## src/core/pex_pkg.sv

```systemverilog
// constants, types and state codes shared by the port expander access block
package pex_pkg;
	// fixed upper slave address bits per port group
	localparam logic [2:0] GRP_IO_TOP    = 3'h6;
	localparam logic [2:0] GRP_PP_TOP    = 3'h5;
	// connection codes of the four-level address select inputs
	localparam logic [1:0] SEL_GND       = 2'h0;
	localparam logic [1:0] SEL_VCC       = 2'h1;
	localparam logic [1:0] SEL_SCL       = 2'h2;
	localparam logic [1:0] SEL_SDA       = 2'h3;
	localparam logic [1:0] HIGH_SEL_FLIP = 2'h2;
	// serial engine, synchroniser depth and port power-up delay
	localparam logic [3:0] BITS_PER_BYTE = 4'h8;
	localparam int         SYNC_STAGES   = 2;
	localparam logic [1:0] INIT_CYCLES   = 2'h3;
	// port reset values before the select pins are read
	localparam logic [7:0] IO_OUT_RESET  = 8'hFF;
	localparam logic [7:0] PP_OUT_RESET  = 8'h00;
	// register map, byte addresses
	localparam logic [4:0] ADDR_STATUS   = 5'h00;
	localparam logic [4:0] ADDR_MASK     = 5'h04;
	localparam logic [4:0] ADDR_CTRL     = 5'h08;
	localparam logic [4:0] ADDR_SNAP     = 5'h0C;
	localparam logic [4:0] ADDR_FLAGS    = 5'h10;
	localparam int         ADDR_W        = 5;
	// status, mask and control bit positions, reset values and response codes
	localparam int         ST_CHANGE     = 0;
	localparam int         ST_WRITE      = 1;
	localparam int         ST_READ       = 2;
	localparam int         ST_ABORT      = 3;
	localparam int         ST_W          = 4;
	localparam logic [3:0] MASK_RESET    = 4'h0;
	localparam int         CTRL_EN       = 0;
	localparam logic [0:0] CTRL_RESET    = 1'h1;
	localparam logic [1:0] RESP_OKAY     = 2'h0;
	localparam logic [1:0] RESP_SLVERR   = 2'h2;

	typedef enum logic [6:0] {
		PEX_IDLE     = 7'b0000001,
		PEX_ADDR     = 7'b0000010,
		PEX_ADDR_ACK = 7'b0000100,
		PEX_WR_BYTE  = 7'b0001000,
		PEX_WR_ACK   = 7'b0010000,
		PEX_RD_BYTE  = 7'b0100000,
		PEX_RD_ACK   = 7'b1000000
	} pex_state_e;

	// synchronised view of every pin input
	typedef struct packed {
		logic       scl;
		logic       sda;
		logic       abort_n;
		logic [1:0] sel_high;
		logic [1:0] sel_low;
		logic [7:0] io_in;
		logic [7:0] pp_in;
	} pex_pins_s;
endpackage

```

## src/core/pex_sync.sv

```systemverilog
// two flip-flop synchroniser for a bundle of asynchronous inputs
`timescale 1ns/1ps
module pex_sync #(
	parameter int W = 1
) (
	input  wire logic         CLK,
	input  wire logic         RESET_N,
	input  wire logic [W-1:0] d,
	output logic      [W-1:0] q
);
	logic [W-1:0] meta;

	always_ff @(posedge CLK or negedge RESET_N) begin
		if (!RESET_N) begin
			meta <= '0;
			q    <= '0;
		end else begin
			meta <= d;
			q    <= meta;
		end
	end
endmodule

```

## src/core/pex_access.sv

```systemverilog
// two-wire slave and port access logic of the 16-line port expander
`timescale 1ns/1ps
module pex_access (
	input  wire logic        CLK,
	input  wire logic        RESET_N,
	input  wire logic        SCL,
	input  wire logic        SDA_IN,
	output logic             SDA_OUT,
	output logic             SDA_OE,
	input  wire logic [1:0]  ADDR_SEL_HIGH,
	input  wire logic [1:0]  ADDR_SEL_LOW,
	input  wire logic        ABORT_N,
	input  wire logic [7:0]  OPEN_DRAIN_IO_PORTS_IN,
	output logic      [7:0]  OPEN_DRAIN_IO_PORTS_OUT,
	output logic      [7:0]  OPEN_DRAIN_IO_PORTS_OE,
	output logic      [7:0]  PUSH_PULL_OUT_PORTS,
	input  wire logic [7:0]  PUSH_PULL_OUT_PORTS_IN,
	output logic             CHANGE_ALERT_N,
	output logic             IRQ,
	input  wire logic [31:0] AWADDR,
	input  wire logic        AWVALID,
	output logic             AWREADY,
	input  wire logic [31:0] WDATA,
	input  wire logic [3:0]  WSTRB,
	input  wire logic        WVALID,
	output logic             WREADY,
	output logic [1:0]       BRESP,
	output logic             BVALID,
	input  wire logic        BREADY,
	input  wire logic [31:0] ARADDR,
	input  wire logic        ARVALID,
	output logic             ARREADY,
	output logic [31:0]      RDATA,
	output logic [1:0]       RRESP,
	output logic             RVALID,
	input  wire logic        RREADY
);
	pex_pkg::pex_pins_s  pins;
	pex_pkg::pex_state_e state;
	logic       scl_q;
	logic       sda_q;
	logic       scl_rise;
	logic       scl_fall;
	logic       start_cond;
	logic       stop_cond;
	logic       abort;
	logic [3:0] bit_cnt;
	logic [7:0] shift;
	logic [7:0] tx;
	logic       sda_drive;
	logic       grp_io;
	logic       in_read;
	logic       ack_ok;
	logic       byte_odd;
	logic       pair_one;
	logic       snap_req;
	logic       wr_strobe;
	logic       rd_done;
	logic [3:0] dev_low;
	logic [7:0] snapshot;
	logic [7:0] flags;
	logic [7:0] flags_prev;
	logic [7:0] pp_sample;
	logic [7:0] io_out;
	logic [7:0] diff;
	logic [1:0] init_cnt;
	logic       ctrl_en;
	logic [3:0] status;
	logic [3:0] mask;
	logic [3:0] ev;
	logic       wr_go;
	logic [4:0] waddr;
	logic [4:0] raddr;
	logic       w_hit;
	logic       r_hit;

	// one synchroniser bundle for every pin input
	pex_sync #(.W($bits(pex_pkg::pex_pins_s))) u_sync (
		.CLK     (CLK),
		.RESET_N (RESET_N),
		.d       ({SCL, SDA_IN, ABORT_N, ADDR_SEL_HIGH, ADDR_SEL_LOW,
		           OPEN_DRAIN_IO_PORTS_IN, PUSH_PULL_OUT_PORTS_IN}),
		.q       (pins)
	);

	always_ff @(posedge CLK or negedge RESET_N) begin
		if (!RESET_N) begin
			// match the synchroniser's reset level so no start or stop is seen while it fills; one scl rise still shows
			scl_q <= 1'b0;
			sda_q <= 1'b0;
		end else begin
			scl_q <= pins.scl;
			sda_q <= pins.sda;
		end
	end

	assign scl_rise   = pins.scl & ~scl_q;
	assign scl_fall   = ~pins.scl & scl_q;
	assign start_cond = pins.scl & scl_q & sda_q & ~pins.sda;
	assign stop_cond  = pins.scl & scl_q & ~sda_q & pins.sda;
	assign abort      = ~pins.abort_n;

	// select pins are read live, so a pin tied to a bus line decodes on every frame
	assign dev_low = {pins.sel_high ^ pex_pkg::HIGH_SEL_FLIP, pins.sel_low};

	// serial engine: data changes only on clock falls, abort or disable, so outside those it is stable while high
	always_ff @(posedge CLK or negedge RESET_N) begin
		if (!RESET_N) begin
			state     <= pex_pkg::PEX_IDLE;
			bit_cnt   <= 4'h0;
			shift     <= 8'h00;
			tx        <= 8'h00;
			sda_drive <= 1'b0;
			grp_io    <= 1'b0;
			in_read   <= 1'b0;
			ack_ok    <= 1'b0;
			byte_odd  <= 1'b0;
			pair_one  <= 1'b0;
			snap_req  <= 1'b0;
			wr_strobe <= 1'b0;
			rd_done   <= 1'b0;
		end else begin
			snap_req  <= 1'b0;
			wr_strobe <= 1'b0;
			rd_done   <= 1'b0;
			if (abort || !ctrl_en) begin
				state     <= pex_pkg::PEX_IDLE;
				sda_drive <= 1'b0;
				in_read   <= 1'b0;
			end else if (start_cond) begin
				state     <= pex_pkg::PEX_ADDR;
				bit_cnt   <= 4'h0;
				sda_drive <= 1'b0;
				in_read   <= 1'b0;
			end else if (stop_cond) begin
				state     <= pex_pkg::PEX_IDLE;
				sda_drive <= 1'b0;
				in_read   <= 1'b0;
				rd_done   <= in_read;
			end else begin
				case (state)
				pex_pkg::PEX_ADDR, pex_pkg::PEX_WR_BYTE: begin
					if (scl_rise) begin
						shift   <= {shift[6:0], pins.sda};
						bit_cnt <= bit_cnt + 4'h1;
					end else if (scl_fall && bit_cnt == pex_pkg::BITS_PER_BYTE) begin
						bit_cnt <= 4'h0;
						if (state == pex_pkg::PEX_WR_BYTE) begin
							sda_drive <= 1'b1;
							wr_strobe <= 1'b1;
							state     <= pex_pkg::PEX_WR_ACK;
						end else if (shift[7:1] == {pex_pkg::GRP_IO_TOP, dev_low} ||
						             shift[7:1] == {pex_pkg::GRP_PP_TOP, dev_low}) begin
							grp_io    <= (shift[7:5] == pex_pkg::GRP_IO_TOP);
							in_read   <= shift[0];
							sda_drive <= 1'b1;
							snap_req  <= 1'b1;
							state     <= pex_pkg::PEX_ADDR_ACK;
						end else begin
							state <= pex_pkg::PEX_IDLE;
						end
					end
				end
				pex_pkg::PEX_ADDR_ACK: begin
					if (scl_fall) begin
						byte_odd <= 1'b0;
						pair_one <= 1'b1;
						if (in_read) begin
							// the first byte is always port levels
							tx        <= {(grp_io ? snapshot[6:0] : pp_sample[6:0]), 1'b0};
							sda_drive <= grp_io ? ~snapshot[7] : ~pp_sample[7];
							bit_cnt   <= 4'h1;
							state     <= pex_pkg::PEX_RD_BYTE;
						end else begin
							sda_drive <= 1'b0;
							bit_cnt   <= 4'h0;
							state     <= pex_pkg::PEX_WR_BYTE;
						end
					end
				end
				pex_pkg::PEX_WR_ACK: begin
					if (scl_fall) begin
						sda_drive <= 1'b0;
						state     <= pex_pkg::PEX_WR_BYTE;
					end
				end
				pex_pkg::PEX_RD_BYTE: begin
					if (scl_fall) begin
						if (bit_cnt == pex_pkg::BITS_PER_BYTE) begin
							sda_drive <= 1'b0;
							state     <= pex_pkg::PEX_RD_ACK;
						end else begin
							sda_drive <= ~tx[7];
							tx        <= {tx[6:0], 1'b0};
							bit_cnt   <= bit_cnt + 4'h1;
						end
					end
				end
				pex_pkg::PEX_RD_ACK: begin
					if (scl_rise) begin
						ack_ok <= ~pins.sda;
						// resample for the coming byte: push-pull every byte, io after flags
						snap_req <= ~pins.sda & (~grp_io | byte_odd);
					end else if (scl_fall) begin
						if (ack_ok) begin
							byte_odd  <= ~byte_odd;
							bit_cnt   <= 4'h1;
							state     <= pex_pkg::PEX_RD_BYTE;
							if (!grp_io) begin
								tx        <= {pp_sample[6:0], 1'b0};
								sda_drive <= ~pp_sample[7];
							end else if (!byte_odd) begin
								// first pair: flags from before the address ack, later pairs: since resample
								tx        <= {(pair_one ? flags_prev[6:0] : flags[6:0]), 1'b0};
								sda_drive <= pair_one ? ~flags_prev[7] : ~flags[7];
							end else begin
								pair_one  <= 1'b0;
								tx        <= {snapshot[6:0], 1'b0};
								sda_drive <= ~snapshot[7];
							end
						end else begin
							// master declined more data; wait for its stop
							state <= pex_pkg::PEX_IDLE;
						end
					end
				end
				default: begin
					state     <= pex_pkg::PEX_IDLE;
					sda_drive <= 1'b0;
				end
				endcase
			end
		end
	end

	assign SDA_OUT = 1'b0;
	assign SDA_OE  = sda_drive;

	// snapshot and transition flags; a change in the clearing cycle is not flagged, it only shows in the snapshot
	assign diff = snapshot ^ pins.io_in;

	always_ff @(posedge CLK or negedge RESET_N) begin
		if (!RESET_N) begin
			snapshot   <= 8'h00;
			flags      <= 8'h00;
			flags_prev <= 8'h00;
			pp_sample  <= 8'h00;
		end else if (snap_req) begin
			snapshot   <= pins.io_in;
			flags_prev <= flags;
			flags      <= 8'h00;
			pp_sample  <= pins.pp_in;
		end else begin
			flags <= flags | diff;
		end
	end

	// alert held off for a whole read; it comes back by itself once the stop clears in_read
	always_ff @(posedge CLK or negedge RESET_N) begin
		if (!RESET_N) begin
			CHANGE_ALERT_N <= 1'b1;
		end else begin
			CHANGE_ALERT_N <= ~((|flags) & ~in_read);
		end
	end

	// port outputs: power-up defaults taken once the select pins have settled
	always_ff @(posedge CLK or negedge RESET_N) begin
		if (!RESET_N) begin
			init_cnt            <= 2'h0;
			io_out              <= pex_pkg::IO_OUT_RESET;
			PUSH_PULL_OUT_PORTS <= pex_pkg::PP_OUT_RESET;
		end else if (init_cnt != pex_pkg::INIT_CYCLES) begin
			init_cnt <= init_cnt + 2'h1;
			if (init_cnt + 2'h1 == pex_pkg::INIT_CYCLES) begin
				io_out <= {{4{pins.sel_high != pex_pkg::SEL_GND}},
				           {4{pins.sel_low != pex_pkg::SEL_GND}}};
				PUSH_PULL_OUT_PORTS <= {{4{pins.sel_high != pex_pkg::SEL_GND}},
				                        {4{pins.sel_low != pex_pkg::SEL_GND}}};
			end
		end else if (wr_strobe) begin
			if (grp_io) begin
				io_out <= shift;
			end else begin
				PUSH_PULL_OUT_PORTS <= shift;
			end
		end
	end

	assign OPEN_DRAIN_IO_PORTS_OUT = 8'h00;
	assign OPEN_DRAIN_IO_PORTS_OE  = ~io_out;

	// sticky status, set wins over a write-one clear in the same cycle
	assign ev = {abort & (state != pex_pkg::PEX_IDLE), rd_done, wr_strobe,
	             |(diff & ~flags)};

	assign waddr = AWADDR[4:0];
	assign raddr = ARADDR[4:0];
	assign wr_go = AWVALID & WVALID & ~BVALID;
	assign w_hit = (AWADDR[31:5] == 27'h0) && (waddr == pex_pkg::ADDR_STATUS ||
	               waddr == pex_pkg::ADDR_MASK || waddr == pex_pkg::ADDR_CTRL);
	assign r_hit = (ARADDR[31:5] == 27'h0) && (raddr == pex_pkg::ADDR_STATUS ||
	               raddr == pex_pkg::ADDR_MASK || raddr == pex_pkg::ADDR_CTRL ||
	               raddr == pex_pkg::ADDR_SNAP || raddr == pex_pkg::ADDR_FLAGS);
	assign AWREADY = wr_go;
	assign WREADY  = wr_go;
	assign ARREADY = ~RVALID;

	always_ff @(posedge CLK or negedge RESET_N) begin
		if (!RESET_N) begin
			status  <= 4'h0;
			mask    <= pex_pkg::MASK_RESET;
			ctrl_en <= pex_pkg::CTRL_RESET[0];
			BVALID  <= 1'b0;
			BRESP   <= pex_pkg::RESP_OKAY;
		end else begin
			if (wr_go && WSTRB[0] && waddr == pex_pkg::ADDR_STATUS && w_hit) begin
				status <= (status & ~WDATA[3:0]) | ev;
			end else begin
				status <= status | ev;
			end
			if (wr_go && WSTRB[0] && waddr == pex_pkg::ADDR_MASK && w_hit) begin
				mask <= WDATA[3:0];
			end
			if (wr_go && WSTRB[0] && waddr == pex_pkg::ADDR_CTRL && w_hit) begin
				ctrl_en <= WDATA[pex_pkg::CTRL_EN];
			end
			if (wr_go) begin
				BVALID <= 1'b1;
				BRESP  <= w_hit ? pex_pkg::RESP_OKAY : pex_pkg::RESP_SLVERR;
			end else if (BREADY) begin
				BVALID <= 1'b0;
			end
		end
	end

	always_ff @(posedge CLK or negedge RESET_N) begin
		if (!RESET_N) begin
			RVALID <= 1'b0;
			RDATA  <= 32'h0;
			RRESP  <= pex_pkg::RESP_OKAY;
		end else if (ARVALID && !RVALID) begin
			RVALID <= 1'b1;
			RRESP  <= r_hit ? pex_pkg::RESP_OKAY : pex_pkg::RESP_SLVERR;
			case (raddr)
			pex_pkg::ADDR_STATUS: RDATA <= {28'h0, status};
			pex_pkg::ADDR_MASK:   RDATA <= {28'h0, mask};
			pex_pkg::ADDR_CTRL:   RDATA <= {31'h0, ctrl_en};
			pex_pkg::ADDR_SNAP:   RDATA <= {24'h0, snapshot};
			pex_pkg::ADDR_FLAGS:  RDATA <= {24'h0, flags};
			default:              RDATA <= 32'h0;
			endcase
			if (!r_hit) begin
				RDATA <= 32'h0;
			end
		end else if (RREADY) begin
			RVALID <= 1'b0;
		end
	end

	always_ff @(posedge CLK or negedge RESET_N) begin
		if (!RESET_N) begin
			IRQ <= 1'b0;
		end else begin
			IRQ <= |(status & mask);
		end
	end
endmodule

```

## config.mk

```make
export PLATFORM = sky130hd
export DESIGN_NAME = pex_access
export DESIGN_NICKNAME = d
export VERILOG_FILES = /design/src/core/pex_pkg.sv /design/src/core/pex_sync.sv /design/src/core/pex_access.sv
export SDC_FILE = /design/constraint.sdc
export NUM_CORES = 1
export LEC_CHECK = 0
export BUFFER_PORTS_ARGS = -buffer_cell sky130_fd_sc_hd__buf_2
export CAP_MARGIN = 20
export CORE_MARGIN = 3
export CORE_UTILIZATION = 45
export DETAILED_ROUTE_END_ITERATION = 16
export HOLD_SLACK_MARGIN = 0.02
export PLACE_DENSITY = 0.7
export SYNTH_ARGS = -nofsm -noshare
export SYNTH_HDL_FRONTEND = slang
export SYNTH_HIERARCHICAL = 1
export SYNTH_SLANG_ARGS = --single-unit
export TNS_END_PERCENT = 1
```

## constraint.sdc

```tcl
create_clock -name CLK -period 3.03 [get_ports CLK]
set_clock_uncertainty 0.1 [all_clocks]
set_input_delay 0 -clock CLK [delete_from_list [all_inputs] [get_ports CLK]]
set_output_delay 0 -clock CLK [all_outputs]
set_load 0.05 [all_outputs]
```

==> out/results.txt, run 1 <==
CTS tree = built
FILL cells = 1281
Post-CTS Hold Fix Bufs = 44
Port-buffer cells = 132
First-iteration detailed-routing DRC count = 313
CTS Buf Count = 17
Post-route design area = 8980 sq um
Most common cell in the netlist = dfrtp_1
Vias after detailed routing = 5530
Worst path depth = 7
Clock power share = 45.5%
Clk slew on worst S/H paths = 0.06 ns
Family with the most delay on the worst path = simple AND/OR/NAND/NOR gates
Post-place instance area = 7940 sq um
Share of post-route cells with drive strength above 1 = 27.6%
Register area = 3920 sq um
Crit end category = register
Final Hold Violating Endpoints = 0
Netlist cell types = 67
Outcome = completed
CP max FO = 5
Worst path cell trace = and3b_1 -> nand4_1 -> nor4_1 -> nor2b_1 -> nand2_1 -> mux2_2 -> dlygate4sd3_1
Core ar. = 15400 sq um
Clock Tree Buf Depth = 2
GRT overflow = 0
Yosys top cell by area = dfrtp_1
Int Power = 3.52 mW
Total I/O pin count = 199
Critical path arrival = 2.93 ns
Pre-antenna DRT Iters = 5
Global-route wire length before repair = 27000 um
Syn Area/Cell = 10.8 sq um
Initial antenna violation count = 0
Area of the multi-input gates = 2880 sq um
Max rail drop VDD = 483 uV
DR DRC count = 0
Initial Utilization = 46.7%
Clock Tree Root = clkbuf_16
Final #Nets = 980
Lkg Pwr = 4.18 nW
Post-synth top flop = dfrtp_1
Syn. warnings = 6
Setup tns final = 0 ns
Fmax = 367 MHz
Max_slew headroom = 50.3%
Post-synth EDFFs = 0
Gate count of the mapped netlist = 669
Vias in the first global route = 5401
WL/cell = 15.3 um
Critical Path RT = 3.23 ns
HP Class = in -> async
Sw frac = 24.6%
Crit path largest cell delay = 0.56 ns
Largest net degree at the start of global routing = 70
CTS sink cnt = 156
Startpoint Class = register
Synthesized area = 7200 sq um
Total track usage = 19.1%
Power density cells = 521 nW/um^2
Routed wire length = 16300 um
Placer Congestion = 0.878
Final setup violation count = 0
Fin. max-slew vios = 0
Min cycle time layout = 2.73 ns
R2r worst-path depth = 7
Crit share post-route = 89.9%
Post-CTS Setup Bufs = 0
Diode count = 0
Area Overhead vs Synth = 24.7%
Fraction of registers with async set/reset = 100%
Cts repair resizes = 0
Synth cell count leaders = 145 x dfrtp_1, 71 x nand2_1, 41 x mux2_2
DP HPWL = 11500 um
Synth top area cells = dfrtp_1 50%, mux2_2 6.4%, dfstp_2 4.0%
H-tree levels = 4
Antenna-violating nets left = 0
Unrepaired setup endpoints after global routing = false
Std-Cell Rows = 45
Latest clock arrival within the worst-skew pair = 0.42 ns
Part of the power in registers = 46.2%
Die Y = 132 um
Worst slew pin tran = 0.745 ns
CP max-delay cell = dlygate4sd3_1
Kind of critical path = reg -> reg
Area of the die = 17500 sq um
Vias per cell = 5.17
Tot Pwr = 4.67 mW
Switch Pwr = 1.15 mW
CP Buf/Inv Count = 1
Logic pwr share = 8.3%
Sequential area share after synthesis = 54.4%
Die Width = 132 um
Yosys top cell area share = 50.4%
Max_cap viols = 0
Yosys reg bits = 156
## sequential cells by signal, indices dropped and copies added, names as in the netlist, 2 cells and up
name / count
PUSH_PULL_OUT_PORTS: 8
status: 4
RDATA: 8
bit_cnt: 4
shift: 8
u_sync/meta: 23
pp_sample: 8
io_out: 8
snapshot: 8
state: 7
u_sync/q: 23
tx: 7
flags_prev: 8
init_cnt: 2
flags: 8
mask: 4
## through the flow
stage / cells / util (%) / setup slack [ns] / hold slack (ns)
2_1_floorplan: 703 / - / 0.403 / -0.396
3_5_place_dp: 994 / 51.5 / 0.346 / -0.0651
5_1_grt: 1070 / 58.2 / 0.0144 / 0.0941
4_1_cts: 1070 / 58.2 / 0.293 / 0.0434
3_3_place_gp: 994 / 51.5 / 0.426 / -0.0669
6_report: 1070 / 58.2 / 0.305 / 0.0345
## cell type report
type	instances	area share [%]
tap	211	2.94
clock inverter	11	1.49
multi-input combinational	449	32.1
timing repair buffer	186	13.2
inverter	36	1.51
clock buffer	21	5.13
sequential	156	43.6
## layout by cell type (no fill, tap or decap), drive strengths merged, types with 11 or more instances in the layout
cell	instances
clkbuf	21
buf	142
o21ai	39
dfstp	11
nor2	29
a21oi	37
xnor2	12
nand3	13
nor3	12
dfrtp	145
conb	35
a22o	14
nor4	16
nand2b	13
mux2	41
dlygate4sd3	44
inv	40
nand2	71
## per-layer routing
| layer | routed length, um | track usage [%] |
|---|---|---|
| met2 | 7680 | 30.2 |
| met4 | 258 | 5.77 |
| met3 | 1190 | 5.06 |
| met1 | 7220 | 26.0 |
| met5 | 0 | 0 |
## power groups by stage
stage          sequential, mW  combinational [mW]  clock [mW]
2_1_floorplan            2.22               0.215           0
3_3_place_gp             2.19               0.349           0
3_5_place_dp             2.20               0.351           0
4_1_cts                  2.16               0.391        2.17
5_1_grt                  2.16               0.421        2.27
6_report                 2.16               0.390        2.12
## kinds of logic (layout without fill, tap and decap cells)
family          Yosys count  in the layout  share of synthesized area, %
fa+ha+maj                 4              4                         0.695
xor+xnor                 18             18                          2.19
flops                   156            156                          54.4
other cells               1             35                        0.0521
compound gates          142            142                          13.3
buf+inv                  98            254                          7.27
simple gates            199            199                          14.2
mux                      51             51                          7.81
## final timing paths
| check | start | end | slack [ns] |
|---|---|---|---|
| max | BVALID | mask[2] | 0.30 |
| min | RESET_N | u_sync/meta[9] | 0.03 |
| max reg2reg | BVALID | mask[2] | 0.30 |
| min reg2reg | u_sync/meta[15] | u_sync/q[15] | 0.25 |
| max in group asynchronous | RESET_N | flags[5] | 1.91 |
| min in group CLK | ARADDR[24] | RDATA[5] | 0.05 |
(Power assumes the default switching activity.)
==> run 2, diff against run 1 <==
--- a/config.mk
+++ b/config.mk
@@ -5,13 +5,14 @@
 export SDC_FILE = /design/constraint.sdc
 export NUM_CORES = 1
 export LEC_CHECK = 0
+export ABC_AREA = 1
 export BUFFER_PORTS_ARGS = -buffer_cell sky130_fd_sc_hd__buf_2
 export CAP_MARGIN = 20
 export CORE_MARGIN = 3
 export CORE_UTILIZATION = 45
 export DETAILED_ROUTE_END_ITERATION = 16
 export HOLD_SLACK_MARGIN = 0.02
-export PLACE_DENSITY = 0.7
+export PLACE_DENSITY = 0.72
 export SYNTH_ARGS = -nofsm -noshare
 export SYNTH_HDL_FRONTEND = slang
 export SYNTH_HIERARCHICAL = 1
==> constraint.sdc (replaced) <==
create_clock -name CLK -period 2.2 [get_ports CLK]
set_clock_uncertainty 0.1 [all_clocks]
set_input_delay 0 -clock CLK [delete_from_list [all_inputs] [get_ports CLK]]
set_output_delay 0 -clock CLK [all_outputs]
set_load 0.05 [all_outputs]
==> out/results.txt, run 2 <==
Synthesized area = 7650 sq um (+6.3%)
Gate count of the mapped netlist = 926 (+38%)
Final setup violation count = 0 (unchanged)
Top Registers = u_sync/meta x23, u_sync/q x23
Logic pwr share = 9.2% (+0.9 points)
Area of the die = 18600 sq um (+6.0%)
DP Worst Slack = 0.0989 ns (-0.248 ns)
GRT overflow = 0 (unchanged)
Diode count = 0 (unchanged)
Routed wire length = 17700 um (+8.3%)
Commonest non-fill, non-tap cells in the layout = 268 x nand2_1, 145 x dfrtp_1, 131 x buf_2
Latest clock arrival within the worst-skew pair = 0.43 ns (about the same)
Largest net degree at the start of global routing = 64 (-8.6%)
WL/cell = 13.0 um (-15%)
Core ar. = 16600 sq um (+7.9%)
Std-Cell Rows = 47 (+4.4%)
Synth top area cells = dfrtp_1 47%, nand2_1 13%, o21ai_0 6.2%
Vias after detailed routing = 6520 (+18%)
Max_cap viols = 0 (unchanged)
H-tree levels = 4 (unchanged)
Commonest non-fill, non-tap cell in the layout = nand2_1
Synth cell count leaders = 268 x nand2_1, 145 x dfrtp_1, 110 x inv_1
Clock power share = 43.8% (-1.7 points)
Initial antenna violation count = 0 (unchanged)
Post-synth top flop = dfrtp_1
Sw frac = 26.4% (+1.8 points)
Die Width = 136 um (+3.0%)
Lkg Pwr = 4.99 nW (+19%)
CTS sink cnt = 156 (unchanged)
Vias in the first global route = 6330 (+17%)
Final #Nets = 1259 (+28%)
Post-place instance area = 8460 sq um (+6.5%)
Clk slew on worst S/H paths = 0.06 ns (about the same)
Max rail drop VDD = 597 uV (+24%)
Critical Path RT = 2.46 ns (-0.77 ns)
Vias per cell = 4.80 (-7.1%)
Netlist cell types = 47 (-30%)
Register area = 3920 sq um (unchanged)
Syn. warnings = 6 (unchanged)
HP Class = in -> async
CP max FO = 3 (-2)
Worst slew pin tran = 0.570 ns (-0.175 ns)
Max_slew headroom = 62.0% (+12 points)
Finished Layout Cells = 1358 (+27%)
Crit share post-route = 95.1%
Syn Area/Cell = 8.26 sq um (-23%)
Int Power = 4.66 mW (+32%)
Critical path arrival = 2.35 ns (-0.58 ns)
Pre-antenna DRT Iters = 5 (unchanged)
Yosys top cell by area = dfrtp_1
Die Y = 136 um (+3.0%)
Placer Congestion = 0.895 (+1.9%)
Total track usage = 19.8% (+0.70 points)
Yosys reg bits = 156 (unchanged)
DR DRC count = 0 (unchanged)
Final Hold Violating Endpoints = 0 (unchanged)
CTS tree = built
Yosys top cell area share = 47.4% (-3.0 points)
Antenna-violating nets left = 0 (unchanged)
Fin. max-slew vios = 0 (unchanged)
Switch Pwr = 1.67 mW (+45%)
Most common cell in the netlist = nand2_1
Port-buffer cells = 132 (unchanged)
Initial Utilization = 46.0% (-0.67 points)
Part of the power in registers = 47.0% (+0.8 points)
Setup tns final = 0 ns (unchanged)
Final worst slack = 0.107 ns (-0.198 ns)
Fmax = 478 MHz
CTS Buf Count = 17 (unchanged)
Share of post-route cells with drive strength above 1 = 20.9% (-6.7 points)
Clock Tree Root = clkbuf_16
First-iteration detailed-routing DRC count = 446 (+42%)
Clock Tree Buf Depth = 2 (unchanged)
Power density cells = 657 nW/um^2 (+26%)
Area of the multi-input gates = 3090 sq um (+7.1%)
Post-route design area = 9620 sq um (+7.2%)
Global-route wire length before repair = 29200 um (+8.1%)
Crit end category = register
DP HPWL = 12600 um (+9.8%)
Min cycle time layout = 2.09 ns
Placed cell count = 1269 (+28%)
Total I/O pin count = 199 (unchanged)
Post-synth EDFFs = 0 (unchanged)
Fraction of registers with async set/reset = 100% (unchanged)
FILL cells = 1457 (+14%)
Sequential area share after synthesis = 51.2% (-3.2 points)
Kind of critical path = in -> reg
Outcome = completed
Area Overhead vs Synth = 25.8%
Startpoint Class = input pin
[run 2: cell type report]
cell class / instances / area share, %
clock buffer: 20 / 4.75
clock inverter: 12 / 1.09
inverter: 117 / 4.62
multi-input combinational: 635 / 32.1
sequential: 156 / 40.7
tap: 220 / 2.86
timing repair buffer: 198 / 13.9
[run 2: worst max-delay path, cell delays in order]
cell and delay (ns):
dlygate4sd3_1 0.54, buf_2 0.12, nor3_1 0.12, dlygate4sd3_1 0.57
o2111a_1 0.18, nand2_1 0.09, inv_2 0.07, nand2_1 0.05
dlygate4sd3_1 0.56, nand2_1 0.06
[run 2: stage by stage]
step / utilization, % / total power [mW] / hold WS, ns
floorplan: - / 3.38 / -0.396
global placement: 50.8 / 3.53 / -0.0868
detailed placement: 50.8 / 3.54 / -0.0823
CTS: 57.6 / 6.37 / 0.0222
global route: 57.8 / 6.55 / 0.0530
finish: 57.8 / 6.33 / 0.0152
[run 2: layer usage]
metal / global-route usage [%] / wire length, um / share of wire [%] / vias to the layer above
met3: 4.40 / 1190 / 6.7 / 34
met2: 31.3 / 8250 / 47 / 233
met5: 0 / 0 / 0 / -
met1: 26.4 / 7910 / 45 / 2992
met4: 8.23 / 348 / 2.0 / 0
li1: - / - / - / 3261
[run 2: power groups by stage]
| stage | Combinational, mW | Sequential (mW) | Clock, mW |
|---|---|---|---|
| floorplan | 0.305 | 3.08 | 0 |
| CTS | 0.580 | 2.98 | 2.82 |
| global placement | 0.508 | 3.02 | 0 |
| global route | 0.630 | 2.98 | 2.94 |
| detailed placement | 0.514 | 3.03 | 0 |
| finish | 0.580 | 2.97 | 2.77 |
[run 2: worst paths after layout]
| kind | cells past startpoint | endpoint | start | slack, ns |
|---|---|---|---|---|
| worst max-delay path | 10 | RDATA[6] | ARADDR[31] | 0.11 |
| worst min-delay path | 2 | u_sync/meta[18] | RESET_N | 0.02 |
| worst max register to register | 5 | PUSH_PULL_OUT_PORTS[6] | init_cnt[0] | 0.19 |
| worst min register to register | 0 | u_sync/q[7] | u_sync/meta[7] | 0.24 |
| max in group asynchronous | 3 | snapshot[2] | RESET_N | 1.29 |
| min in group CLK | 6 | mask[1] | WSTRB[0] | 0.05 |
[run 2: logic make-up after synthesis]
family / share of synthesized area (%)
compound gates: 9.57
xor+xnor: 1.37
other cells: 0.0490
flops: 51.2
buf+inv: 10.4
simple gates: 25.6
mux: 1.18
fa+ha+maj: 0.654
[run 2: timing repair]
action,in CTS,in global routing
hold endpoints to repair,196,0
gates resized for setup,0,10
hold buffers,57,0
endpoints found under the setup margin,0,30
buffers inserted,0,0
==> run 3, diff against run 2 <==
--- a/config.mk
+++ b/config.mk
@@ -12,6 +12,7 @@
 export CORE_UTILIZATION = 45
 export DETAILED_ROUTE_END_ITERATION = 16
 export HOLD_SLACK_MARGIN = 0.02
+export MAX_ROUTING_LAYER = met4
 export PLACE_DENSITY = 0.72
 export SYNTH_ARGS = -nofsm -noshare
 export SYNTH_HDL_FRONTEND = slang
==> out/results.txt, run 3 (synthesis gave the netlist of run 2 again) <==
Fmax = 487 MHz (+1.8%)
Worst slew pin tran = 0.592 ns (+0.0220 ns)
Global-route wire length before repair = 29300 um (+0.33%)
DP HPWL = 12600 um (-0.38%)
Latest clock arrival within the worst-skew pair = 0.43 ns (about the same)
Largest net degree at the start of global routing = 41 (-36%)
Switch Pwr = 1.68 mW (+0.51%)
Total track usage = 20.5% (+0.77 points)
Commonest non-fill, non-tap cells in the layout = 268 x nand2_1, 145 x dfrtp_1, 131 x buf_2
Clock Tree Buf Depth = 2 (unchanged)
Max rail drop VDD = 584 uV (-2.2%)
DR DRC count = 0 (unchanged)
Power density cells = 664 nW/um^2 (+1.0%)
Commonest non-fill, non-tap cell in the layout = nand2_1
Area Overhead vs Synth = 26.5%
Port-buffer cells = 132 (unchanged)
Final worst slack = 0.145 ns (+0.0379 ns)
Vias in the first global route = 6241 (-1.4%)
Outcome = completed
Crit share post-route = 93.4% (-1.7 points)
FILL cells = 1469 (+0.82%)
Logic pwr share = 9.2% (about the same)
Die Width = 136 um (unchanged)
Pre-antenna DRT Iters = 7 (+2)
HP Class = in -> reg
Lkg Pwr = 5.02 nW (+0.61%)
Finished Layout Cells = 1360 (+0.15%)
Die Y = 136 um (unchanged)
Final #Nets = 1261 (+0.16%)
Int Power = 4.75 mW (+2.0%)
H-tree levels = 4 (unchanged)
Max_cap viols = 0 (unchanged)
Crit end category = register
Min cycle time layout = 2.06 ns (-0.0379 ns)
Max_slew headroom = 60.5% (-1.5 points)
Top Registers = u_sync/meta x23, u_sync/q x23
Placer Congestion = 0.907 (+1.4%)
Setup tns final = 0 ns (unchanged)
Part of the power in registers = 46.3% (-0.7 points)
DP Worst Slack = 0.144 ns (+0.0454 ns)
Post-CTS Setup Bufs = 0 (unchanged)
Total I/O pin count = 199 (unchanged)
Clk slew on worst S/H paths = 0.06 ns (about the same)
Clock Tree Root = clkbuf_16
Std-Cell Rows = 47 (unchanged)
Share of post-route cells with drive strength above 1 = 21.0% (+0.051 points)
Clock power share = 44.5% (+0.7 points)
First-iteration detailed-routing DRC count = 422 (-5.4%)
Critical path arrival = 2.33 ns (-0.02 ns)
Initial antenna violation count = 0 (unchanged)
WL/cell = 13.1 um (+0.58%)
Antenna-violating nets left = 0 (unchanged)
Diode count = 0 (unchanged)
Unrepaired setup endpoints after global routing = false
Critical Path RT = 2.47 ns (about the same)
Fin. max-slew vios = 0 (unchanged)
Initial Utilization = 46.0% (unchanged)
GRT overflow = 0 (unchanged)
Routed wire length = 17800 um (+0.72%)
Placed cell count = 1270 (+0.079%)
CP max FO = 2 (-1)
Final Hold Violating Endpoints = 0 (unchanged)
Area of the die = 18600 sq um (unchanged)
Core ar. = 16600 sq um (unchanged)
CTS sink cnt = 156 (unchanged)
Vias after detailed routing = 6491 (-0.44%)
Kind of critical path = in -> reg
CTS tree = built
Vias per cell = 4.77 (-0.59%)
Sw frac = 26.1% (-0.28 points)
Startpoint Class = input pin
Final setup violation count = 0 (unchanged)
CTS Buf Count = 17 (unchanged)
==> run 3: power groups by stage <==
stage	Sequential, mW	Clock [mW]	Combinational [mW]
2_1_floorplan	3.08	0	0.305
3_3_place_gp	3.02	0	0.508
3_5_place_dp	3.03	0	0.512
4_1_cts	2.97	2.91	0.589
5_1_grt	2.98	3.04	0.645
6_report	2.97	2.86	0.594
==> run 3: what timing repair did <==
| action | CTS | global route |
|---|---|---|
| resized for setup | 0 | 8 |
| setup endpoints to repair | 0 | 21 |
| hold buffers | 57 | 0 |
| endpoints found under the hold margin | 196 | 0 |
==> run 3: layout make-up <==
class	count	area [sq um]	share of cell area, %
sequential	156	3920	40.5
multi-input combinational	635	3080	31.9
timing repair buffer	200	1380	14.3
inverter	117	444	4.59
clock buffer	19	443	4.58
tap	220	275	2.84
clock inverter	13	134	1.38
==> run 3: per-layer routing <==
layer | wire length, um | vias to the layer above | global-route usage, %
li1 | - | 3262 | -
met1 | 8090 | 3001 | 26.6
met3 | 1160 | 22 | 4.33
met2 | 8310 | 206 | 32.6
met4 | 272 | 0 | 6.38
met5 | 0 | - | -
==> run 3: final timing paths <==
kind	from	to	cells past startpoint	slack, ns
worst max-delay path	ARADDR[31]	RDATA[4]	10	0.14
worst min-delay path	AWADDR[27]	status[2]	7	0.04
worst max register to register	BVALID	BRESP[1]	6	0.14
worst min register to register	u_sync/meta[12]	u_sync/q[12]	0	0.24
max in group asynchronous	RESET_N	u_sync/meta[3]	4	1.12
min in group asynchronous	RESET_N	io_out[1]	2	0.07
==> run 3: through the flow <==
stage / utilization, % / power (mW) / cell area [sq um] / hold slack (ns)
after global placement: 50.9 / 3.53 / 8470 / -0.0954
after CTS: 57.8 / 6.47 / 9630 / 0.0270
after detailed placement: 50.9 / 3.54 / 8470 / -0.0918
after global routing: 58.2 / 6.66 / 9680 / 0.0797
final: 58.2 / 6.43 / 9680 / 0.0385
after floorplan: - / 3.38 / 7780 / -0.396
==> run 3: worst max-delay path: stages <==
cell and delay, ns:
dlygate4sd3_1 0.53, buf_2 0.12, nor3_1 0.12, dlygate4sd3_1 0.58
o2111a_1 0.16, nand2_1 0.07, inv_1 0.07, nand2_1 0.05
dlygate4sd3_1 0.56, nand2_1 0.06
